===== config.mk =====
export PLATFORM = sky130hd
export DESIGN_NAME = reset_run_and_block_sync
export DESIGN_NICKNAME = d
export VERILOG_FILES = /design/src/design/block_sync_pkg.sv /design/src/design/bmc_encoder.sv /design/src/design/reset_run_and_block_sync.sv
export SDC_FILE = /design/constraint.sdc
export NUM_CORES = 1
export LEC_CHECK = 0
export BUFFER_PORTS_ARGS = -buffer_cell sky130_fd_sc_hd__buf_2
export CORE_MARGIN = 8
export CORE_UTILIZATION = 40
export CTS_CLUSTER_SIZE = 24
export DETAILED_ROUTE_END_ITERATION = 8
export PLACE_DENSITY = 0.68
export SETUP_SLACK_MARGIN = 0.1
export SLEW_MARGIN = 20
export SYNTH_ARGS = -nofsm -noshare
export SYNTH_HDL_FRONTEND = slang
export SYNTH_SLANG_ARGS = --single-unit

===== constraint.sdc =====
create_clock -name clk -period 2.45 [get_ports clk]
set_clock_uncertainty 0.05 [all_clocks]
set_input_delay 0.49 -clock clk [delete_from_list [all_inputs] [get_ports clk]]
set_output_delay 0.49 -clock clk [all_outputs]
set_load 0.03 [all_outputs]

===== src/design/block_sync_pkg.sv =====
// constants and types for the reset, run and block-sync controller
// assumes a single 25 MHz clock that also serves as the master clock
package block_sync_pkg;

  // register port
  localparam int ADDR_W = 8;
  localparam int DATA_W = 8;
  localparam logic [7:0] ADDR_ID_REV = 8'h00;
  localparam logic [7:0] ADDR_CONTROL = 8'h01;
  localparam logic [7:0] ADDR_STATUS = 8'h02;
  localparam logic [7:0] ADDR_BLOCK_COUNT = 8'h03;

  // control fields
  localparam int CTRL_RUN_BIT = 0;
  localparam int CTRL_VALID_BIT = 1;
  localparam logic [7:0] CONTROL_RESET = 8'h00;
  localparam logic [7:0] CONTROL_MASK = 8'h03;

  // status fields
  localparam int STAT_RUNNING_BIT = 0;
  localparam int STAT_DIR_OUT_BIT = 1;
  localparam int STAT_PENDING_BIT = 2;
  localparam int STAT_STRAP_VALID_BIT = 3;

  // identity, values arbitrary
  localparam logic [3:0] DEVICE_ID = 4'h5;
  localparam logic [3:0] REVISION_ID = 4'h1;

  // line timing: clocks per half-bit cell, cells per sub-frame, sub-frames per block
  localparam logic [1:0] UI_CYCLES_M1 = 2'h3;
  localparam logic [5:0] UI_PER_SUBFRAME_M1 = 6'h3F;
  localparam logic [8:0] SUBFRAMES_PER_BLOCK_M1 = 9'h17F;
  localparam logic [5:0] PREAMBLE_UI = 6'h08;
  localparam logic [4:0] VALIDITY_SLOT = 5'h1C;
  localparam logic [4:0] PARITY_SLOT = 5'h1F;

  // input sync must be seen high this many master clocks
  localparam logic [1:0] SYNC_MIN_CYCLES = 2'h3;

  // preambles, written for a preceding low level
  localparam logic [7:0] PREAMBLE_BLOCK = 8'hE8;
  localparam logic [7:0] PREAMBLE_FIRST = 8'hE2;
  localparam logic [7:0] PREAMBLE_SECOND = 8'hE4;

  typedef enum logic {
    low_power,
    running
  } run_state_t;

endpackage


===== src/design/bmc_encoder.sv =====
// biphase-mark line encoder with preamble insertion
// assumes ui_tick marks the first clock of each half-bit cell
`timescale 1ns/100ps
`default_nettype none
module bmc_encoder
  import block_sync_pkg::*;
(
  input wire logic clk,
  input wire logic rst_b,
  input wire logic active,
  input wire logic ui_tick,
  input wire logic [5:0] ui_index,
  input wire logic [7:0] preamble,
  input wire logic data_bit,
  output logic level
);

  logic inv;
  logic next_level;
  logic next_inv;

  always_comb begin
    next_level = level;
    next_inv = inv;
    if (!active) begin
      next_level = 1'b0;
      next_inv = 1'b0;
    end else if (ui_tick) begin
      if (ui_index < PREAMBLE_UI) begin
        // preamble polarity follows the level left by the last sub-frame
        if (ui_index == 6'h00) begin
          next_inv = level;
          next_level = preamble[7] ^ level;
        end else begin
          next_level = preamble[~ui_index[2:0]] ^ inv;
        end
      end else if (!ui_index[0]) begin
        next_level = ~level;
      end else if (data_bit) begin
        next_level = ~level;
      end
    end
  end

  always_ff @(posedge clk or negedge rst_b) begin
    if (!rst_b) begin
      level <= 1'b0;
      inv <= 1'b0;
    end else begin
      level <= next_level;
      inv <= next_inv;
    end
  end

endmodule
`default_nettype wire


===== src/design/reset_run_and_block_sync.sv =====
// reset, run control, identity and block-start sync for the transmitter
// assumes register strobes and the sync input are synchronous to clk
//
// The placing of the registers and the address-and-strobe port were decided locally.
`timescale 1ns/100ps
`default_nettype none
module reset_run_and_block_sync
  import block_sync_pkg::*;
(
  input wire logic clk,
  input wire logic rst_b,
  input wire logic [ADDR_W-1:0] reg_addr,
  input wire logic [DATA_W-1:0] reg_wdata,
  input wire logic reg_write,
  input wire logic reg_read,
  output logic [DATA_W-1:0] reg_rdata,
  input wire logic block_sync_direction_strap,
  input wire logic block_start_sync_in,
  output logic block_start_sync_out,
  output logic block_start_sync_oe_b,
  output logic line_out_pos,
  output logic line_out_neg
);

  // strap capture
  logic strap_valid;
  logic dir_out;
  logic next_strap_valid;
  logic next_dir_out;

  // run control
  run_state_t state;
  run_state_t next_state;
  logic [7:0] control;
  logic [7:0] next_control;

  // timing counters
  logic [1:0] ui_div;
  logic [5:0] ui_index;
  logic [8:0] subframe;
  // wraps silently; software works with differences
  logic [7:0] block_count;
  logic [1:0] next_ui_div;
  logic [5:0] next_ui_index;
  logic [8:0] next_subframe;
  logic [7:0] next_block_count;

  // sync input qualification
  logic [1:0] high_count;
  logic armed;
  logic pending;
  logic [1:0] next_high_count;
  logic next_armed;
  logic next_pending;

  // registered outputs
  logic [DATA_W-1:0] next_rdata;
  logic next_sync_out;
  logic next_sync_oe_b;
  logic next_pos;
  logic next_neg;

  logic is_running;
  logic ui_tick;
  logic subframe_end;
  logic sync_seen;
  logic [7:0] preamble;
  logic data_bit;
  logic enc_level;

  assign is_running = (state == running);
  // one tick at the start of each four-clock half-bit cell
  assign ui_tick = is_running && (ui_div == 2'h0);
  assign subframe_end = is_running && (ui_div == UI_CYCLES_M1)
                        && (ui_index == UI_PER_SUBFRAME_M1);

  // strap is caught by a clocked process after release, never by the reset
  // a strap moved later is ignored until the next reset
  always_comb begin
    next_strap_valid = 1'b1;
    next_dir_out = dir_out;
    if (!strap_valid) begin
      next_dir_out = block_sync_direction_strap;
    end
  end

  always_ff @(posedge clk or negedge rst_b) begin
    if (!rst_b) begin
      strap_valid <= 1'b0;
      dir_out <= 1'b0;
    end else begin
      strap_valid <= next_strap_valid;
      dir_out <= next_dir_out;
    end
  end

  // control register and run state
  always_comb begin
    next_control = control;
    next_state = state;
    if (reg_write && (reg_addr == ADDR_CONTROL)) begin
      next_control = reg_wdata & CONTROL_MASK;
    end
    // a write of 0 to run drops back to low power at once
    // run bit starts operation
    if (next_control[CTRL_RUN_BIT]) begin
      next_state = running;
    end else begin
      next_state = low_power;
    end
  end

  always_ff @(posedge clk or negedge rst_b) begin
    if (!rst_b) begin
      control <= CONTROL_RESET;
      state <= low_power;
    end else begin
      control <= next_control;
      state <= next_state;
    end
  end

  // input sync qualification: one request per high pulse
  // the line must fall before another request can be armed
  assign sync_seen = is_running && strap_valid && !dir_out && armed
                     && block_start_sync_in
                     && (high_count == SYNC_MIN_CYCLES - 2'h1);

  always_comb begin
    next_high_count = high_count;
    next_armed = armed;
    next_pending = pending;
    if (!block_start_sync_in) begin
      next_high_count = 2'h0;
      next_armed = 1'b1;
    end else if (high_count != SYNC_MIN_CYCLES) begin
      next_high_count = high_count + 2'h1;
    end
    // consuming the request at a boundary; a new one in that cycle wins
    if (subframe_end || !is_running) begin
      next_pending = 1'b0;
    end
    if (sync_seen) begin
      next_pending = 1'b1;
      next_armed = 1'b0;
    end
  end

  always_ff @(posedge clk or negedge rst_b) begin
    if (!rst_b) begin
      high_count <= 2'h0;
      armed <= 1'b0;
      pending <= 1'b0;
    end else begin
      high_count <= next_high_count;
      armed <= next_armed;
      pending <= next_pending;
    end
  end

  // sub-frame and block timing; cell and sub-frame counters held at zero in low power, block count kept
  always_comb begin
    next_ui_div = ui_div;
    next_ui_index = ui_index;
    next_subframe = subframe;
    next_block_count = block_count;
    if (!is_running) begin
      next_ui_div = 2'h0;
      next_ui_index = 6'h00;
      next_subframe = 9'h000;
    end else if (ui_div == UI_CYCLES_M1) begin
      next_ui_div = 2'h0;
      if (ui_index == UI_PER_SUBFRAME_M1) begin
        next_ui_index = 6'h00;
        if (pending || sync_seen) begin
          next_subframe = 9'h000;
          next_block_count = block_count + 8'h01;
        end else if (subframe == SUBFRAMES_PER_BLOCK_M1) begin
          next_subframe = 9'h000;
          next_block_count = block_count + 8'h01;
        end else begin
          next_subframe = subframe + 9'h001;
        end
      end else begin
        next_ui_index = ui_index + 6'h01;
      end
    end else begin
      next_ui_div = ui_div + 2'h1;
    end
  end

  always_ff @(posedge clk or negedge rst_b) begin
    if (!rst_b) begin
      ui_div <= 2'h0;
      ui_index <= 6'h00;
      subframe <= 9'h000;
      block_count <= 8'h00;
    end else begin
      ui_div <= next_ui_div;
      ui_index <= next_ui_index;
      subframe <= next_subframe;
      block_count <= next_block_count;
    end
  end

  // payload is silence; validity flag set by software, parity keeps it even
  always_comb begin
    preamble = PREAMBLE_FIRST;
    if (subframe == 9'h000) begin
      preamble = PREAMBLE_BLOCK;
    end else if (subframe[0]) begin
      preamble = PREAMBLE_SECOND;
    end
    data_bit = 1'b0;
    if ((ui_index[5:1] == VALIDITY_SLOT) || (ui_index[5:1] == PARITY_SLOT)) begin
      data_bit = control[CTRL_VALID_BIT];
    end
  end

  bmc_encoder encoder (
    .clk(clk),
    .rst_b(rst_b),
    .active(is_running),
    .ui_tick(ui_tick),
    .ui_index(ui_index),
    .preamble(preamble),
    .data_bit(data_bit),
    .level(enc_level)
  );

  // register read port: data stand only in the cycle after the strobe
  always_comb begin
    next_rdata = '0;
    if (reg_read) begin
      unique case (reg_addr)
        ADDR_ID_REV: begin
          next_rdata = {DEVICE_ID, REVISION_ID};
        end
        ADDR_CONTROL: begin
          next_rdata = control;
        end
        ADDR_STATUS: begin
          next_rdata[STAT_RUNNING_BIT] = is_running;
          next_rdata[STAT_DIR_OUT_BIT] = dir_out;
          next_rdata[STAT_PENDING_BIT] = pending;
          next_rdata[STAT_STRAP_VALID_BIT] = strap_valid;
        end
        ADDR_BLOCK_COUNT: begin
          next_rdata = block_count;
        end
        default: next_rdata = '0;
      endcase
    end
  end

  // pin outputs
  // the sync pin leads the line pins by the two-clock encoder lag
  always_comb begin
    next_sync_out = dir_out && strap_valid && (next_state == running)
                    && (next_subframe == 9'h000);
    next_sync_oe_b = !(dir_out && strap_valid);
    next_pos = is_running && enc_level;
    next_neg = is_running && !enc_level;
  end

  always_ff @(posedge clk or negedge rst_b) begin
    if (!rst_b) begin
      reg_rdata <= '0;
      block_start_sync_out <= 1'b0;
      block_start_sync_oe_b <= 1'b1;
      line_out_pos <= 1'b0;
      line_out_neg <= 1'b0;
    end else begin
      reg_rdata <= next_rdata;
      block_start_sync_out <= next_sync_out;
      block_start_sync_oe_b <= next_sync_oe_b;
      line_out_pos <= next_pos;
      line_out_neg <= next_neg;
    end
  end

endmodule
`default_nettype wire


Yosys cells after proc, flatten, opt, wreduce, memory -nomap -nowiden

Cells that the tools add are included.

Register bits after elaboration: 48
Bits in latches: 0
ROM bits: 0
Memory bits (writable): 0
Logic and storage cells: 116
Memories: 0
Input bits: 22
Output and inout port bits: 12

Multiply operators: 0
Muxes and demuxes: 38
Divide/modulo/power cells: 0
Magnitude comparators: 2
Equal/unequal tests: 17
Reduce and logical (&&, ||, !) cells: 31
Shift operators: 0
Bitwise gates (word level): 4
Add/subtract/negate cells: 5

Operator list:

| operator                                                                      | number |
|---|---|
| 9-bit two-way mux                                                             | 5 |
| 8-bit two-way mux                                                             | 3 |
| 9-bit logical NOT                                                             | 2 |
| 1-bit two-way mux                                                             | 18 |
| 6-bit two-way mux                                                             | 3 |
| 8-bit by 2-bit equality test with 1-bit output (second input constant)        | 2 |
| 4-bit case mux with 4 select lines                                            | 1 |
| 1-bit logical AND                                                             | 14 |
| 2-bit by 1-bit inequality test with 1-bit output (second input constant)      | 6 |
| 5-bit equality test (second input constant)                                   | 2 |
| 9-bit by 1-bit adder with 9-bit output (second input constant)                | 1 |
| 9-bit equality test (second input constant)                                   | 1 |
| 8-bit by 1-bit adder with 8-bit output (second input constant)                | 1 |
| 8-bit by 1-bit equality test with 1-bit output (second input constant)        | 1 |
| 8-bit logical NOT                                                             | 1 |
| 2-bit two-way mux                                                             | 4 |
| 4-bit case mux with 2 select lines                                            | 1 |
| 6-bit by 1-bit adder with 6-bit output (second input constant)                | 1 |
| 6-bit equality test (second input constant)                                   | 1 |
| 6-bit logical NOT                                                             | 1 |
| 6-bit by 4-bit less-than comparator with 1-bit output (second input constant) | 1 |
| 2-bit by 1-bit adder with 2-bit output (second input constant)                | 2 |
| 2-bit equality test (second input constant)                                   | 2 |
| 1-bit logical NOT                                                             | 4 |
| 16 further kinds                                                              | 19 |

Logic depth before layout (Yosys ltp)

Depth after elaboration: 12
Gate-level depth with buffers: 9
Depth with buffers taken out: 8

By module

From an unflattened synthesis, not the netlist that was laid out.

Cell total of the unflattened synthesis: 249
Area total of the unflattened synthesis: 2576.2 um^2

By module, submodules not included:

| module                   | instances | area each (um^2) | sequential area each (um^2) | cells an instance |
|---|---|---|---|---|
| reset_run_and_block_sync | 1         | 2356.0           | 1127.3                      | 228 |
| bmc_encoder              | 1         | 220.2            | 50.0                        | 21 |

Least setup slack after synthesis

No wires, ideal clock.

Path type: input to register
From: in reg_addr[3]
To: reg block_start_sync_out
Buffers on the path: 0
Arrival time: 2.148 ns
Required time: 2.305 ns
Setup time: 0.095 ns
Stages on the path: 6
Setup slack: 0.157 ns
Path through: or4_1 > nor3_1 > nand3_1 > mux2_2 > or3b_1 > nor4b_2

Cells in the longest elaborated chain, start to end: 6

Ends and longest elaborated chain:

| item                                           | line                            | text |
|---|---|---|
| start: declaration                             | reset_run_and_block_sync.sv:12  | `input wire logic [ADDR_W-1:0] reg_addr,` |
| 8-bit by 1-bit equality test with 1-bit output | reset_run_and_block_sync.sv:101 | `if (reg_write && (reg_addr == ADDR_CONTROL)) begin` |
| 1-bit logical AND                              | reset_run_and_block_sync.sv:101 |  |
| 1-bit two-way mux                              | reset_run_and_block_sync.sv:101 |  |
| 1-bit two-way mux                              | reset_run_and_block_sync.sv:106 | `if (next_control[CTRL_RUN_BIT]) begin` |
| named net next_state                           | reset_run_and_block_sync.sv:33  | `run_state_t next_state;` |
| 1-bit logical AND                              | reset_run_and_block_sync.sv:259 | `next_sync_out = dir_out && strap_valid && (next_state == running)` |
| 1-bit logical AND                              | reset_run_and_block_sync.sv:260 | `&& (next_subframe == 9'h000);` |
| named net next_sync_out                        | reset_run_and_block_sync.sv:58  | `logic next_sync_out;` |
| end signal: assignment                         | reset_run_and_block_sync.sv:275 | `block_start_sync_out <= next_sync_out;` |
| end: declaration                               | reset_run_and_block_sync.sv:19  | `output logic block_start_sync_out,` |

The timed path passes the listed nets, and every way through them passes these cells.
A chain may end at the register's enable or synchronous reset.

Worst setup path in the final report

From: reg subframe[1]
To: reg encoder.level

Cells in the longest elaborated chain, start to end: 9

Ends and longest elaborated chain:

| item                                      | line                            | text |
|---|---|---|
| start: declaration                        | reset_run_and_block_sync.sv:40  | `logic [8:0] subframe;` |
| start signal: assignment                  | reset_run_and_block_sync.sv:201 | `subframe <= next_subframe;` |
| 9-bit logical NOT                         | reset_run_and_block_sync.sv:209 | `if (subframe == 9'h000) begin` |
| 4-bit two-way mux                         | reset_run_and_block_sync.sv:209 |  |
| 1-bit binary-select mux with 3-bit select | bmc_encoder.sv:35               | `next_level = preamble[~ui_index[2:0]] ^ inv;` |
| 1-bit two-way mux (not written as such)   | bmc_encoder.sv:35               |  |
| 1-bit XOR                                 | bmc_encoder.sv:35               |  |
| 1-bit two-way mux                         | bmc_encoder.sv:31               | `if (ui_index == 6'h00) begin` |
| 1-bit two-way mux                         | bmc_encoder.sv:29               | `if (ui_index < PREAMBLE_UI) begin` |
| 1-bit two-way mux                         | bmc_encoder.sv:28               | `end else if (ui_tick) begin` |
| 1-bit two-way mux                         | bmc_encoder.sv:25               | `if (!active) begin` |
| end signal: assignment                    | bmc_encoder.sv:50               | `level <= next_level;` |
| end: declaration                          | bmc_encoder.sv:15               | `output logic level` |

No other way between the ends. The select of a mux whose other input is x is not followed.

==> flow_summary.json <==
{
  "yosysUniqueCellTypes": 52,
  "slew_headroom_pct": 57.5,
  "drcViolationCount": 0,
  "avgSynthCellArea_um2": 10.0,
  "dp_cells": 351,
  "rsz0062_at_grt": "yes",
  "synth_edf_count": 0,
  "dr_total_vias": 1854,
  "final_util_pct": 48.6,
  "rows": 28,
  "synth_top_family_by_area": "simple AND/OR/NAND/NOR gates",
  "cap_violations": 0,
  "final_nets": 315,
  "clockRootBuffer": "clkbuf_8",
  "routed_wl_um": 4810,
  "area_growth_syn_to_layout_pct": 18.7,
  "tightest_slew_ps": 637,
  "fin_cells": 360,
  "finalCriticalPeriod_ps": 2260,
  "multi_input_comb_area_mm2": 0.00117,
  "crit_slowest_cell": "dfrtp_2",
  "power_leakage_nw": 1.32,
  "synthXorXnorAreaFrac_pct": 5.82,
  "hp-class": "in -> async",
  "finalHoldViolCount": 0,
  "arrival_ps": 2430,
  "power.density_mw_per_mm2": 518,
  "worstSetupEndpointType": "flip-flop",
  "cp_max_fo": 7,
  "slew_violations": 0,
  "critPathLaunchType": "flip-flop",
  "synthSimpleGateAreaFrac_pct": 25.0,
  "drt-initial-drc-count": 105,
  "synth_fa_ha_area_share_pct": 4.67,
  "synthCells": 241,
  "crit_type": "reg -> reg",
  "antenna_cells": 0,
  "die_w_um": 93.6,
  "grt_use_total_pct": 11.5,
  "clk_latency_ps": 300,
  "synth.yosys.seq_area_share_pct": 48.9,
  "cts_made_buffers": 5,
  "ir_worst_vdd_uv": 245,
  "synthFlopType": "dfrtp_1",
  "synth_compound_area_share_pct": 8.46,
  "io_pins": 34,
  "num-fill-cells": 575,
  "synth_area_mm2": 0.00241,
  "synth_seq_cells": 47,
  "htree_levels": 2,
  "clkTransAtPathRegs_ps": 90,
  "start_util_pct": 40.9,
  "grt_pass1_wl_um": 8160,
  "slowest_delay_ps": 450,
  "drtAntennaViolNets": 0,
  "grt_max_degree": 28,
  "core_mm2": 0.00589,
  "total_power_mw": 1.48,
  "drive_above_1_share_pct": 23.2,
  "cts_tree": "done",
  "dpl.hpwl_um": 3630,
  "grt_pass1_vias": 1771,
  "worstPathRequired_ps": 2620,
  "first_pass_iters": 4,
  "fin_crit_sh_pct": 92.3,
  "grt.overflow.total": 0,
  "crit_family": "simple AND/OR/NAND/NOR gates",
  "synthMuxAreaShare_pct": 3.53,
  "synth_warnings": 0,
  "gp_congestion": 0.814,
  "final_cell_mix": "dfrtp_1, buf_2, nand2_1",
  "seqCellArea_mm2": 0.00118,
  "viasPerCell": 5.15,
  "wl_per_cell_um": 13.3,
  "critPathBufInv": 1,
  "die_area_mm2": 0.00876,
  "setup_violations": 0,
  "port_buffers": 27,
  "async_reset_ff_share_pct": 100,
  "clkSinkCount": 47,
  "worstPathCellList": "inv_1, ha_1, or4b_1, or4_1, a31oi_2, xor2_1, nand3b_1, a31oi_1",
  "die_height_um": 93.6,
  "outcome": "complete, no violations",
  "cts.path.max_buffers": 2,
  "dp_worst_setup_slack_ps": -19.1,
  "syn_nets": 272,
  "worst_slack_ps": 190,
  "antenna_found_initial": 0,
  "fmax_mhz": 442,
  "final_common_cell": "dfrtp_1"
}
-- per-layer routing --
| metal | up-vias | track usage [%] | part of all wire (%) |
|---|---|---|---|
| met5 | - | 0 | 0 |
| met4 | 0 | 3.30 | 0.44 |
| met3 | 2 | 4.01 | 7.9 |
| met2 | 43 | 17.6 | 44 |
| met1 | 883 | 15.0 | 47 |
| li1 | 926 | - | - |
-- timing repair --
action | in CTS | in global routing
hold buffers | 0 | 0
endpoints found under the setup margin | 0 | 5
setup buffers | 0 | 1
resized for setup | 0 | 4
-- sequential cells by signal, summed over array words and instances, names as in the netlist --
| register | flops |
|---|---|
| dir_out | 1 |
| strap_valid | 1 |
| control | 2 |
| encoder.inv | 1 |
| encoder.level | 1 |
| line_out_pos | 1 |
| high_count | 2 |
| ui_div | 2 |
| pending | 1 |
| block_start_sync_out | 1 |
| block_count | 8 |
| subframe | 9 |
| armed | 1 |
| ui_index | 6 |
| line_out_neg | 1 |
| block_start_sync_oe_b | 1 |
| reg_rdata | 8 |
-- cell type report --
| type | count | share of cell area [%] |
|---|---|---|
| Clock buffer | 5 | 2.41 |
| Clock inverter | 3 | 1.66 |
| Inverter | 12 | 1.57 |
| Multi-Input combinational cell | 176 | 40.8 |
| Sequential cell | 47 | 41.2 |
| Tap cell | 75 | 3.28 |
| Timing Repair Buffer | 42 | 9.10 |
-- worst reg2reg max path: cells and delay by family (launching register included) --
family          cells  cell delay (ps)
simple gates        3              960
flops               1              450
compound gates      2              360
xor+xnor            1              170
fa+ha+maj           1              120
buf+inv             1               70
-- per-stage QoR --
stage | TNS (ps) | instance area [µm²] | hold WS (ps)
after floorplan | 0 | 2410 | 144
after global placement | 0 | 2720 | 399
after detailed placement | -19.1 | 2720 | 409
after CTS | 0 | 2830 | 168
after global routing | 0 | 2860 | 192
final | 0 | 2860 | 151
-- cell families (layout without fill, tap and decap cells) --
family,Yosys count,count (layout)
other,1,1
and+or+nand+nor,110,110
buffers and inverters,18,62
DFF,47,47
muxes,8,8
xor gates and xnor gates,16,16
adders and majority gates,9,9
AOI/OAI and AO/OA,32,32
-- synthesized netlist by cell type (2+ instances only) --
cell      count  share of area [%]
a21oi_1       3               0.62
a31oi_1       4                1.0
and2_1        8                2.1
and3_1        3               0.78
buf_6         2               0.93
clkbuf_1      3               0.47
dfrtp_1      46                 48
ha_1          9                4.7
inv_1        11                1.7
mux2_2        4                1.9
mux2i_1       4                1.7
nand2_1      21                3.3
nand2b_1      4                1.0
nand3_1      15                3.1
nand4_1       6                1.6
nor2_1       20                3.1
nor2b_1       4                1.0
nor3_1        5                1.0
nor3b_1       2               0.62
nor4_1        3               0.78
o21ai_0      13                2.7
o31ai_1       3               0.93
or2_2         2               0.52
or3_1         2               0.52
or4_1         3               0.93
xnor2_1       8                2.9
xor2_1        8                2.9
-- report_power, final --
group	leakage (nW)	switching [mW]	internal, mW
combinational	0.625	0.0527	0.0391
sequential	0.639	0.0124	0.791
clock	0.0587	0.277	0.310
-- worst paths after layout --
| check | cells after the start | startpoint | slack, ps | end |
|---|---|---|---|---|
| max | 8 | subframe[1] | 190 | encoder.level |
| min | 1 | rst_b | 150 | subframe[0] |
| max reg2reg | 8 | subframe[1] | 190 | encoder.level |
| min reg2reg | 1 | block_count[7] | 420 | block_count[7] |
| max in group asynchronous | 2 | rst_b | 1660 | pending |
| min in group clk | 2 | reg_wdata[1] | 370 | control[1] |
Note: power is estimated with default switching activity, not from simulation.
